<file path="src/logic/rail_seq_pkg.sv">
package rail_seq_pkg;

  // ****************************************************************
  // Channel counts and widths
  // ****************************************************************
  localparam int NUM_RAILS = 8;
  localparam int NUM_GPOS  = 4;
  localparam int NUM_LOG   = NUM_RAILS + NUM_GPOS;   // Logical channels: rails 0..7, outputs 8..11
  localparam int NUM_PHYS  = NUM_LOG - 1;            // Rail 8 and output 1 share one pin
  localparam int SHARED_CH = 7;                      // Physical index of the shared pin
  localparam int GPO_BASE  = NUM_RAILS;              // Logical index of the first general output
  localparam int DELAY_W   = 16;                     // Width in bits of each shutdown delay, counted in ticks
  localparam int STRAP_W   = 4;
  localparam int ADDR_W    = 7;

  // ****************************************************************
  // Timing: one delay tick is one millisecond
  // ****************************************************************
  localparam int CLK_MHZ      = 200;
  localparam int TICK_TIME_US = 1000;
  localparam int TICK_CYCLES  = TICK_TIME_US * CLK_MHZ;
  localparam int TICK_W       = 18;

  // ****************************************************************
  // Restart register and its command codes
  // ****************************************************************
  localparam logic [7:0] RESTART_REG  = 8'h2f;
  localparam logic [7:0] CMD_SEQUENCE = 8'h00;
  localparam logic [7:0] CMD_SHUTDOWN = 8'hc0;

  // Upper target address bits above the straps; value is arbitrary
  localparam logic [ADDR_W-STRAP_W-1:0] ADDR_BASE = 3'h5;

  // ****************************************************************
  // Sequencer states, Gray coded along boot, run, idle
  // ****************************************************************
  typedef enum logic [1:0] {
    ST_BOOT = 2'b00,
    ST_RUN  = 2'b01,
    ST_IDLE = 2'b11,
    ST_HOLD = 2'b10
  } seq_state_t;

endpackage

</file>
<file path="src/logic/shutdown_timer.sv">
`timescale 1ns/1ps
`default_nettype none
module shutdown_timer
  import rail_seq_pkg::*;
(
  input  wire logic               sys_clk,
  input  wire logic               rstn,
  input  wire logic               tick,
  input  wire logic               turnOn,
  input  wire logic               markOff,
  input  wire logic [DELAY_W-1:0] delay,
  output logic                    enableOut_r
);

  logic               counting_r;
  logic [DELAY_W-1:0] count_r;

  // ****************************************************************
  // Per-channel delay, free of every other channel
  // ****************************************************************
  // The first marking event sets the start; later ones are ignored so the delay stays measured from it
  always_ff @(posedge sys_clk or negedge rstn)
  begin
    if (!rstn)
    begin
      enableOut_r <= 1'b0;
      counting_r  <= 1'b0;
      count_r     <= '0;
    end
    else if (turnOn)
    begin
      enableOut_r <= 1'b1;
      counting_r  <= 1'b0;
    end
    else if (markOff && enableOut_r && !counting_r)
    begin
      count_r <= delay;
      if (delay == '0)
        enableOut_r <= 1'b0;                      // Zero delay turns off at once
      else
        counting_r <= 1'b1;
    end
    else if (counting_r && tick)
    begin
      if (count_r == DELAY_W'(1))
      begin
        enableOut_r <= 1'b0;
        counting_r  <= 1'b0;
      end
      count_r <= count_r - DELAY_W'(1);
    end
  end

endmodule // shutdown_timer
`default_nettype wire

</file>
<file path="src/logic/strap_capture.sv">
`timescale 1ns/1ps
`default_nettype none
module strap_capture
  import rail_seq_pkg::*;
(
  input  wire logic               sys_clk,
  input  wire logic               rstn,
  input  wire logic [STRAP_W-1:0] straps,
  output logic [ADDR_W-1:0]       targetAddr_r,
  output logic                    captured_r
);

  // ****************************************************************
  // Strap sampling at power-up
  // ****************************************************************
  // Reset only loads constants; the strap levels are taken at the first edge after release
  always_ff @(posedge sys_clk or negedge rstn)
  begin
    if (!rstn)
    begin
      targetAddr_r <= '0;
      captured_r   <= 1'b0;
    end
    else if (!captured_r)
    begin
      targetAddr_r <= {ADDR_BASE, straps};
      captured_r   <= 1'b1;
    end
  end

endmodule // strap_capture
`default_nettype wire

</file>
<file path="src/logic/rail_shutdown_sequencer_config.sv">
// Behaviour
// - Each of eight rails and four outputs has its own shutdown delay.
// - A channel marked for shutdown turns off after its own delay.
// - Dependent rail delay runs from the marking event to its enable going low.
// - Dependents start timing when a forced parent falls under its undervoltage threshold.
// - A setting selects internal or supply voltage as converter reference.
// - Shared pin is rail eight enable or output one; other function ignored.
// - Sequence control clear and error log occupied: stay held in reset.
// - Sequence control set: start up whatever the error log holds.
// - Target address comes from four straps sampled at power-up.
// - Factory default parameters: no sequencing at start-up.
// - Sequence code written to restart register runs start-up sequence.
// - Shutdown code to restart register turns everything off with delays.
`timescale 1ns/1ps
`default_nettype none
module rail_shutdown_sequencer_config
  import rail_seq_pkg::*;
#(
  parameter int TICK_COUNT = TICK_CYCLES
)
(
  input  wire logic                                sys_clk,
  input  wire logic                                rstn,
  // Configuration
  input  wire logic [NUM_RAILS-1:0][DELAY_W-1:0]   railShutdownDelay,
  input  wire logic [NUM_GPOS-1:0][DELAY_W-1:0]    gpoShutdownDelay,
  input  wire logic [NUM_RAILS-1:0][NUM_LOG-1:0]   dependentMask,
  input  wire logic [NUM_LOG-1:0]                  sequenceMask,
  input  wire logic                                adcRefSelect,
  input  wire logic                                pinFuncGpo,
  input  wire logic                                sequenceControl,
  input  wire logic                                factoryDefault,
  input  wire logic                                errorLogEntries,
  // Rail monitoring
  input  wire logic [NUM_RAILS-1:0]                railForceOff,
  input  wire logic [NUM_RAILS-1:0]                undervoltageThreshold,
  // Restart register write
  input  wire logic                                restartWrite,
  input  wire logic [7:0]                          restartAddr,
  input  wire logic [7:0]                          restartData,
  // Straps
  input  wire logic                                address_strap_a,
  input  wire logic                                address_strap_b,
  input  wire logic                                address_strap_c,
  input  wire logic                                address_strap_d,
  // Outputs
  output logic [SHARED_CH-1:0]                     rail_enable_out,
  output logic                                     rail8_enable_out,
  output logic [NUM_GPOS-2:0]                      general_purpose_output,
  output logic [ADDR_W-1:0]                        targetAddr,
  output logic                                     adcRefExternal_r,
  output logic                                     heldInReset_r,
  output logic                                     sequenceRunning_r
);

  // ****************************************************************
  // Declarations
  // ****************************************************************
  seq_state_t                        state_r;
  seq_state_t                        state_nxt;
  logic [TICK_W-1:0]                 tickCnt_r;
  logic                              tick_r;
  logic                              startPulse_r;
  logic                              shutdownPulse_r;
  logic [NUM_RAILS-1:0]              railForced_r;
  logic [NUM_LOG-1:0]                logMark;
  logic [NUM_LOG-1:0]                logOn;
  logic [NUM_RAILS-1:0]              railValid;
  logic [NUM_PHYS-1:0]               physOn;
  logic [NUM_PHYS-1:0]               physMark;
  logic [NUM_PHYS-1:0][DELAY_W-1:0]  physDelay;
  logic [NUM_PHYS-1:0]               physEnable;
  logic                              cmdSequence;
  logic                              cmdShutdown;
  logic                              holdCond;
  logic                              strapsDone;

  // ****************************************************************
  // Millisecond tick divider
  // ****************************************************************
  always_ff @(posedge sys_clk or negedge rstn)
  begin
    if (!rstn)
    begin
      tickCnt_r <= '0;
      tick_r    <= 1'b0;
    end
    // One enable pulse per delay tick drives every channel timer, so all delays share one time base
    // Limitation: a channel marked just before a tick drops up to one tick sooner than its setting
    // TICK_COUNT is a parameter only so that checks can run with a short tick
    // The pulse is registered, so every timer sees it on the same edge
    else if (tickCnt_r == TICK_W'(TICK_COUNT - 1))
    begin
      tickCnt_r <= '0;
      tick_r    <= 1'b1;
    end
    else
    begin
      tickCnt_r <= tickCnt_r + TICK_W'(1);
      tick_r    <= 1'b0;
    end
  end

  // ****************************************************************
  // Restart register decode
  // ****************************************************************
  // Writes to any other register, or other codes, fall through and change nothing
  // A command acts on its strobe cycle; there is no queue, so back-to-back writes each act
  assign cmdSequence = restartWrite && (restartAddr == RESTART_REG) && (restartData == CMD_SEQUENCE);
  assign cmdShutdown = restartWrite && (restartAddr == RESTART_REG) && (restartData == CMD_SHUTDOWN);

  // Start-up is held only when the log is occupied and sequence control is clear
  assign holdCond = errorLogEntries && !sequenceControl;

  // ****************************************************************
  // Start-up and shutdown state machine
  // ****************************************************************
  always_comb
  begin
    // BOOT waits for the strap capture so the address is fixed before anything runs
    // HOLD stands in for the device kept in reset; it leaves by itself once the hold condition drops
    // The factory-default check is made only at boot; a later sequence command ignores it and runs, or goes to HOLD under the hold condition
    state_nxt = state_r;
    unique case (state_r)
      ST_BOOT:
      begin
        if (strapsDone)
        begin
          if (factoryDefault)
            state_nxt = ST_IDLE;
          else if (holdCond)
            state_nxt = ST_HOLD;
          else
            state_nxt = ST_RUN;
        end
      end
      ST_HOLD:
      begin
        if (!holdCond)
          state_nxt = ST_RUN;
      end
      ST_RUN:
      begin
        if (cmdShutdown)
          state_nxt = ST_IDLE;
        else if (cmdSequence && holdCond)
          state_nxt = ST_HOLD;
      end
      ST_IDLE:
      begin
        if (cmdSequence)
          state_nxt = holdCond ? ST_HOLD : ST_RUN;
      end
    endcase
  end

  // State register and status flags
  // Flags follow the next state so they line up with state_r rather than lag it by one edge
  always_ff @(posedge sys_clk or negedge rstn)
  begin
    if (!rstn)
    begin
      state_r           <= ST_BOOT;
      heldInReset_r     <= 1'b0;
      sequenceRunning_r <= 1'b0;
    end
    else
    begin
      state_r           <= state_nxt;
      heldInReset_r     <= (state_nxt == ST_HOLD);
      sequenceRunning_r <= (state_nxt == ST_RUN);
    end
  end

  // One-cycle start and shutdown strobes; a repeated sequence command restarts too
  // Registered so the timers see a clean single-cycle request one edge after the command
  always_ff @(posedge sys_clk or negedge rstn)
  begin
    if (!rstn)
    begin
      startPulse_r    <= 1'b0;
      shutdownPulse_r <= 1'b0;
    end
    else
    begin
      startPulse_r    <= (state_nxt == ST_RUN) && ((state_r != ST_RUN) || cmdSequence);
      shutdownPulse_r <= cmdShutdown;
    end
  end

  // ****************************************************************
  // Reference select
  // ****************************************************************
  always_ff @(posedge sys_clk or negedge rstn)
  begin
    // Only the choice is kept here; the converter itself sits outside this block
    // Changing the reference rescales every reading, so thresholds must be reviewed with it
    if (!rstn)
      adcRefExternal_r <= 1'b0;
    else
      adcRefExternal_r <= adcRefSelect;
  end

  // ****************************************************************
  // Dependency cascade
  // ****************************************************************
  // Rail 8 does not exist while its pin is a general output, so it can neither force nor be forced
  // Its threshold input is ignored then as well, since the pin no longer feeds a supply
  assign railValid = {!pinFuncGpo, {(NUM_RAILS-1){1'b1}}};

  // A forced parent marks dependents only once it reads under its threshold
  // A parent still above its threshold has not yet dropped, so its dependents keep running
  // Dependents are marked on every cycle the condition holds; the timers act on the first only
  always_comb
  begin
    logMark = '0;
    for (int r = 0; r < NUM_RAILS; r++)
    begin
      if (railForced_r[r] && undervoltageThreshold[r] && railValid[r])
        logMark = logMark | dependentMask[r];
    end
    logMark[NUM_RAILS-1:0] = logMark[NUM_RAILS-1:0] | (railForceOff & railValid);
    if (shutdownPulse_r)
      logMark = '1;
  end

  // A rail marked through a parent becomes a parent itself, so cascades continue downward
  // The start strobe outranks a mark in the same cycle: every rail in the sequence mask is switched back on then,
  // and a stale mark would cut it again at once
  always_ff @(posedge sys_clk or negedge rstn)
  begin
    if (!rstn)
      railForced_r <= '0;
    else if (startPulse_r)
      railForced_r <= '0;
    else
      railForced_r <= railForced_r | (logMark[NUM_RAILS-1:0] & railValid);
  end

  // Start-up timing is not modelled: every channel in the mask turns on with the strobe
  assign logOn = startPulse_r ? sequenceMask : '0;

  // ****************************************************************
  // Logical to physical channel map and timers
  // ****************************************************************
  // Logical channels keep a fixed numbering; only the shared pin switches between two of them
  // Each physical pin owns one timer, so all delays run side by side
  // A timer that is counting ignores marks, so a channel never restarts its own delay
  genvar p;
  generate
    for (p = 0; p < NUM_PHYS; p++)
    begin : g_chan
      if (p < SHARED_CH)
      begin : g_rail
        assign physDelay[p] = railShutdownDelay[p];
        assign physMark[p]  = logMark[p];
        assign physOn[p]    = logOn[p];
      end
      else if (p == SHARED_CH)
      begin : g_shared
        // Only the selected function's settings reach the shared pin
        assign physDelay[p] = pinFuncGpo ? gpoShutdownDelay[0] : railShutdownDelay[NUM_RAILS-1];
        assign physMark[p]  = pinFuncGpo ? logMark[GPO_BASE] : logMark[NUM_RAILS-1];
        assign physOn[p]    = pinFuncGpo ? logOn[GPO_BASE] : logOn[NUM_RAILS-1];
      end
      else
      begin : g_gpo
        assign physDelay[p] = gpoShutdownDelay[p-SHARED_CH];
        assign physMark[p]  = logMark[p+1];
        assign physOn[p]    = logOn[p+1];
      end

      shutdown_timer u_timer (
        .sys_clk     (sys_clk),
        .rstn        (rstn),
        .tick        (tick_r),
        .turnOn      (physOn[p]),
        .markOff     (physMark[p]),
        .delay       (physDelay[p]),
        .enableOut_r (physEnable[p])
      );
    end
  endgenerate

  // Outputs come straight from the timer flops, so no gate sits between a flop and a pin
  assign rail_enable_out        = physEnable[SHARED_CH-1:0];
  assign rail8_enable_out       = physEnable[SHARED_CH];
  assign general_purpose_output = physEnable[NUM_PHYS-1:SHARED_CH+1];

  // ****************************************************************
  // Target address from straps
  // ****************************************************************
  // Straps are read once; moving them later does not change the address until the next reset
  strap_capture u_straps (
    .sys_clk      (sys_clk),
    .rstn         (rstn),
    .straps       ({address_strap_d, address_strap_c, address_strap_b, address_strap_a}),
    .targetAddr_r (targetAddr),
    .captured_r   (strapsDone)
  );

endmodule // rail_shutdown_sequencer_config
`default_nettype wire

</file>
<file path="config.mk">
export PLATFORM = sky130hd
export DESIGN_NAME = rail_shutdown_sequencer_config
export DESIGN_NICKNAME = d
export VERILOG_FILES = /design/src/logic/rail_seq_pkg.sv /design/src/logic/shutdown_timer.sv /design/src/logic/strap_capture.sv /design/src/logic/rail_shutdown_sequencer_config.sv
export SDC_FILE = /design/constraint.sdc
export NUM_CORES = 1
export LEC_CHECK = 0
export BUFFER_PORTS_ARGS = -buffer_cell sky130_fd_sc_hd__buf_4
export CORE_ASPECT_RATIO = 1.2
export CORE_MARGIN = 10
export CORE_UTILIZATION = 40
export DETAILED_ROUTE_END_ITERATION = 10
export PLACE_DENSITY = 0.63
export RECOVER_POWER = 100
export SYNTH_ARGS = -nofsm -noshare
export SYNTH_HDL_FRONTEND = slang
export SYNTH_SLANG_ARGS = --single-unit
</file>
<file path="constraint.sdc">
create_clock -name sys_clk -period 3.2 [get_ports sys_clk]
set_clock_uncertainty 0.1 [all_clocks]
set_input_delay 0.64 -clock sys_clk [delete_from_list [all_inputs] [get_ports sys_clk]]
set_output_delay 0.64 -clock sys_clk [all_outputs]
set_load 0.01 [all_outputs]
</file>
==> results.json <==
{
  "io_buffers": 362,
  "netlist_instances": 1831,
  "worst_pin_slew_ps": 2025,
  "grt_util_all_layers_pct": 23.17,
  "yosysSeqAreaShare_pct": 38.62,
  "insertion_delay_ps": 560,
  "avgSynthCellArea_sq_um": 8.422,
  "hp-start": "adcRefSelect",
  "syn_nets": 2198,
  "fillCellCount": 3637,
  "place_ws_ps": -8.259,
  "place_congestion": 0.9077,
  "clock_tree.root_cell": "clkbuf_16",
  "cts.sinks": 238,
  "crit_type": "flop to flop",
  "synth_fa_ha_area_share_pct": 1.866,
  "yosys.cell_types.count": 96,
  "drv_cap": 1,
  "synthXorXnorAreaFrac_pct": 0.9088,
  "grt_pass1_vias": 16090,
  "ys_warn_count": 0,
  "critPathLaunch": "shutdownPulse_r",
  "synth_area_leaders": "dfrtp_1 39%, nand3_1 4.6%, nor2_1 4.0%",
  "die_w_um": 199.2,
  "worst_ep_required_time_ps": 3540,
  "wl_per_cell_um": 21.43,
  "syn2layout_area_growth_pct": 26.09,
  "finalCritPeriodShare_pct": 92.01,
  "violations": "capacitance limit, slew limit",
  "end_kind": "flop",
  "clk_pin_slew_ps": 60,
  "antenna_found_initial": 7,
  "vias": 16250,
  "post-route-util_pct": 51.21,
  "yosysMostFrequentCell": "dfrtp_1",
  "synthArstFlopShare_pct": 100.0,
  "hold_violations": 0,
  "path_max_fanout": 13,
  "p_per_area_nw_per_um2": 653.6,
  "design_area_sq_um": 19440,
  "final_antenna_net_count": 0,
  "core.rowCount": 78,
  "regArea_sq_um": 5957,
  "multiInputGateArea_sq_um": 8593,
  "num-nets-final": 2521,
  "synth_mux_area_share_pct": 1.712,
  "p_total_uw": 12710,
  "chipHeight_um": 235.1,
  "hold_class": "input port to flop",
  "initial_utilization_pct": 40.62,
  "dieArea_sq_um": 46840,
  "cts_buffers": 28,
  "rsz0062_at_grt": "false",
  "syn_area_sq_um": 15420,
  "drtPass1Iterations": 5,
  "leakagePower_uw": 0.008168,
  "status": "finished with violations",
  "whs_ps": 115.1,
  "synthTopCellsByCount": "238 x dfrtp_1, 163 x nor2_1, 143 x nand3_1",
  "setup_violations": 0,
  "dpl_cell_area_sq_um": 18570,
  "worstReg2RegStart": "shutdownPulse_r",
  "yosysTopAreaCell": "dfrtp_1",
  "ys.flop_type": "dfrtp_1",
  "yosysTopAreaCellShare_pct": 38.62,
  "gr-total-overflow": 0,
  "io_pins": 365,
  "wl_um": 56990,
  "fin_ws_ps": 255.6,
  "synth_compound_area_share_pct": 23.13,
  "synth_top_family_by_area": "simple AND/OR/NAND/NOR gates",
  "synth-simple-area-share_pct": 28.08,
  "cp-start-kind": "flop",
  "drtIter0Drc": 989,
  "period_needed_ps": 2944,
  "core_sq_um": 37960,
  "synth_enable_flop_cells": 0,
  "grt_max_degree": 72,
  "cp_data_arrival_time_ps": 3280,
  "relSlewSlack_pct": -34.99,
  "fmax_ghz": 0.3396,
  "dp_hpwl_um": 44220,
  "drc": 0,
  "final_max_slew_viol_count": 69,
  "max-vdd-ir-drop_uv": 554.1,
  "htreeDepth": 1,
  "clock_path_buffers": 3,
  "cts_tree": "yes",
  "grt_pass1_wl_um": 87940,
  "viasPerCell": 6.111,
  "synth-seq-cells": 238,
  "drive_above_1_share_pct": 21.00
}
[routing by layer]
layer | wire length, um | global-route usage (%)
met1 | 22910 | 28.22
met2 | 27230 | 38.83
met3 | 4887 | 5.486
met4 | 1915 | 8.264
met5 | 53 | 0
[worst max-delay path, cell delays in order, from the launching register on]
cell	delay [ps]
dfrtp_1	620
a311oi_1	430
nand4_1	410
o21ai_0	620
mux2_2	400
o221a_2	240
[cell type report]
type / instances / area share (%)
Inverter: 97 / 1.873
Antenna cell: 3 / 0.03861
Clock inverter: 13 / 0.8688
Tap cell: 480 / 3.089
Multi-Input combinational cell: 1387 / 44.20
Clock buffer: 39 / 4.235
Timing Repair Buffer: 402 / 15.06
Sequential cell: 238 / 30.64
[placed cells by master (no fill, tap or decap), types with 9 or more instances in the layout]
cell type / count
clkbuf_16: 29
and4_1: 9
mux2_2: 9
nand2_1: 105
nor3_1: 99
o21ai_0: 94
or3_1: 22
nor4_1: 74
xor2_1: 9
nand4b_1: 15
clkbuf_1: 38
nor4b_1: 11
mux2i_1: 14
a211oi_1: 32
and3_1: 24
o21ai_1: 9
nand2b_1: 11
a22oi_1: 30
a211o_1: 9
a21oi_1: 101
ha_1: 23
and2_1: 14
o22ai_1: 24
inv_1: 97
nand3_1: 143
o21a_1: 14
dfrtp_1: 237
nand4_1: 60
o211ai_1: 19
a31oi_1: 18
buf_4: 361
a2bb2oi_1: 14
nor2_1: 163
o2bb2ai_1: 43
[flip-flops by register name (all words and copies together), names as in the netlist, 2 cells and up]
register	flops
g_chan.u_timer.count_r	176
g_chan.u_timer.counting_r	11
g_chan.u_timer.enableOut_r	11
railForced_r	8
state_r	2
tickCnt_r	18
u_straps.targetAddr_r	5
[cell families after synthesis]
kind of cell	Yosys count
adder cells (fa/ha/maj)	23
XOR/XNOR	16
flip-flops	238
AO/OA/AOI/OAI	511
other	2
AND/OR/NAND/NOR	810
buffers and inverters	206
multiplexers	25
[where the power goes]
group          total, uW  leakage [uW]  internal [uW]  switching, uW
Sequential          5520       0.00273           4220           1300
Combinational       3740       0.00494           1840           1900
Clock               3440      0.000498           2110           1330
[stage by stage]
| stage | cells | setup TNS [ps] |
|---|---|---|
| global placement | 2603 | 0 |
| floorplan | 1831 | 0 |
| finish | 2659 | 0 |
| detailed placement | 2603 | -8.259 |
| global route | 2658 | 0 |
| CTS | 2656 | 0 |
[what timing repair did]
action / 4_1_cts / 5_1_grt
gates resized for setup: 0 / 1
hold buffers: 1 / 0
endpoints found under the hold margin: 67 / 0
setup endpoints to repair: 0 / 1
setup buffers: 0 / 0
[path summary, 6_finish.rpt]
check / end / slack (ps) / cells after the start
worst max-delay path: g_chan[6].u_timer.count_r[6] / 260 / 5
worst min-delay path: adcRefExternal_r / 120 / 1
worst max register to register: g_chan[6].u_timer.count_r[6] / 260 / 5
worst min register to register: g_chan[1].u_timer.count_r[8] / 390 / 1
max in group asynchronous: g_chan[6].u_timer.count_r[9] / 690 / 2
min in group asynchronous: g_chan[9].u_timer.count_r[8] / 1110 / 2
Power figures use the tool's default switching activity.
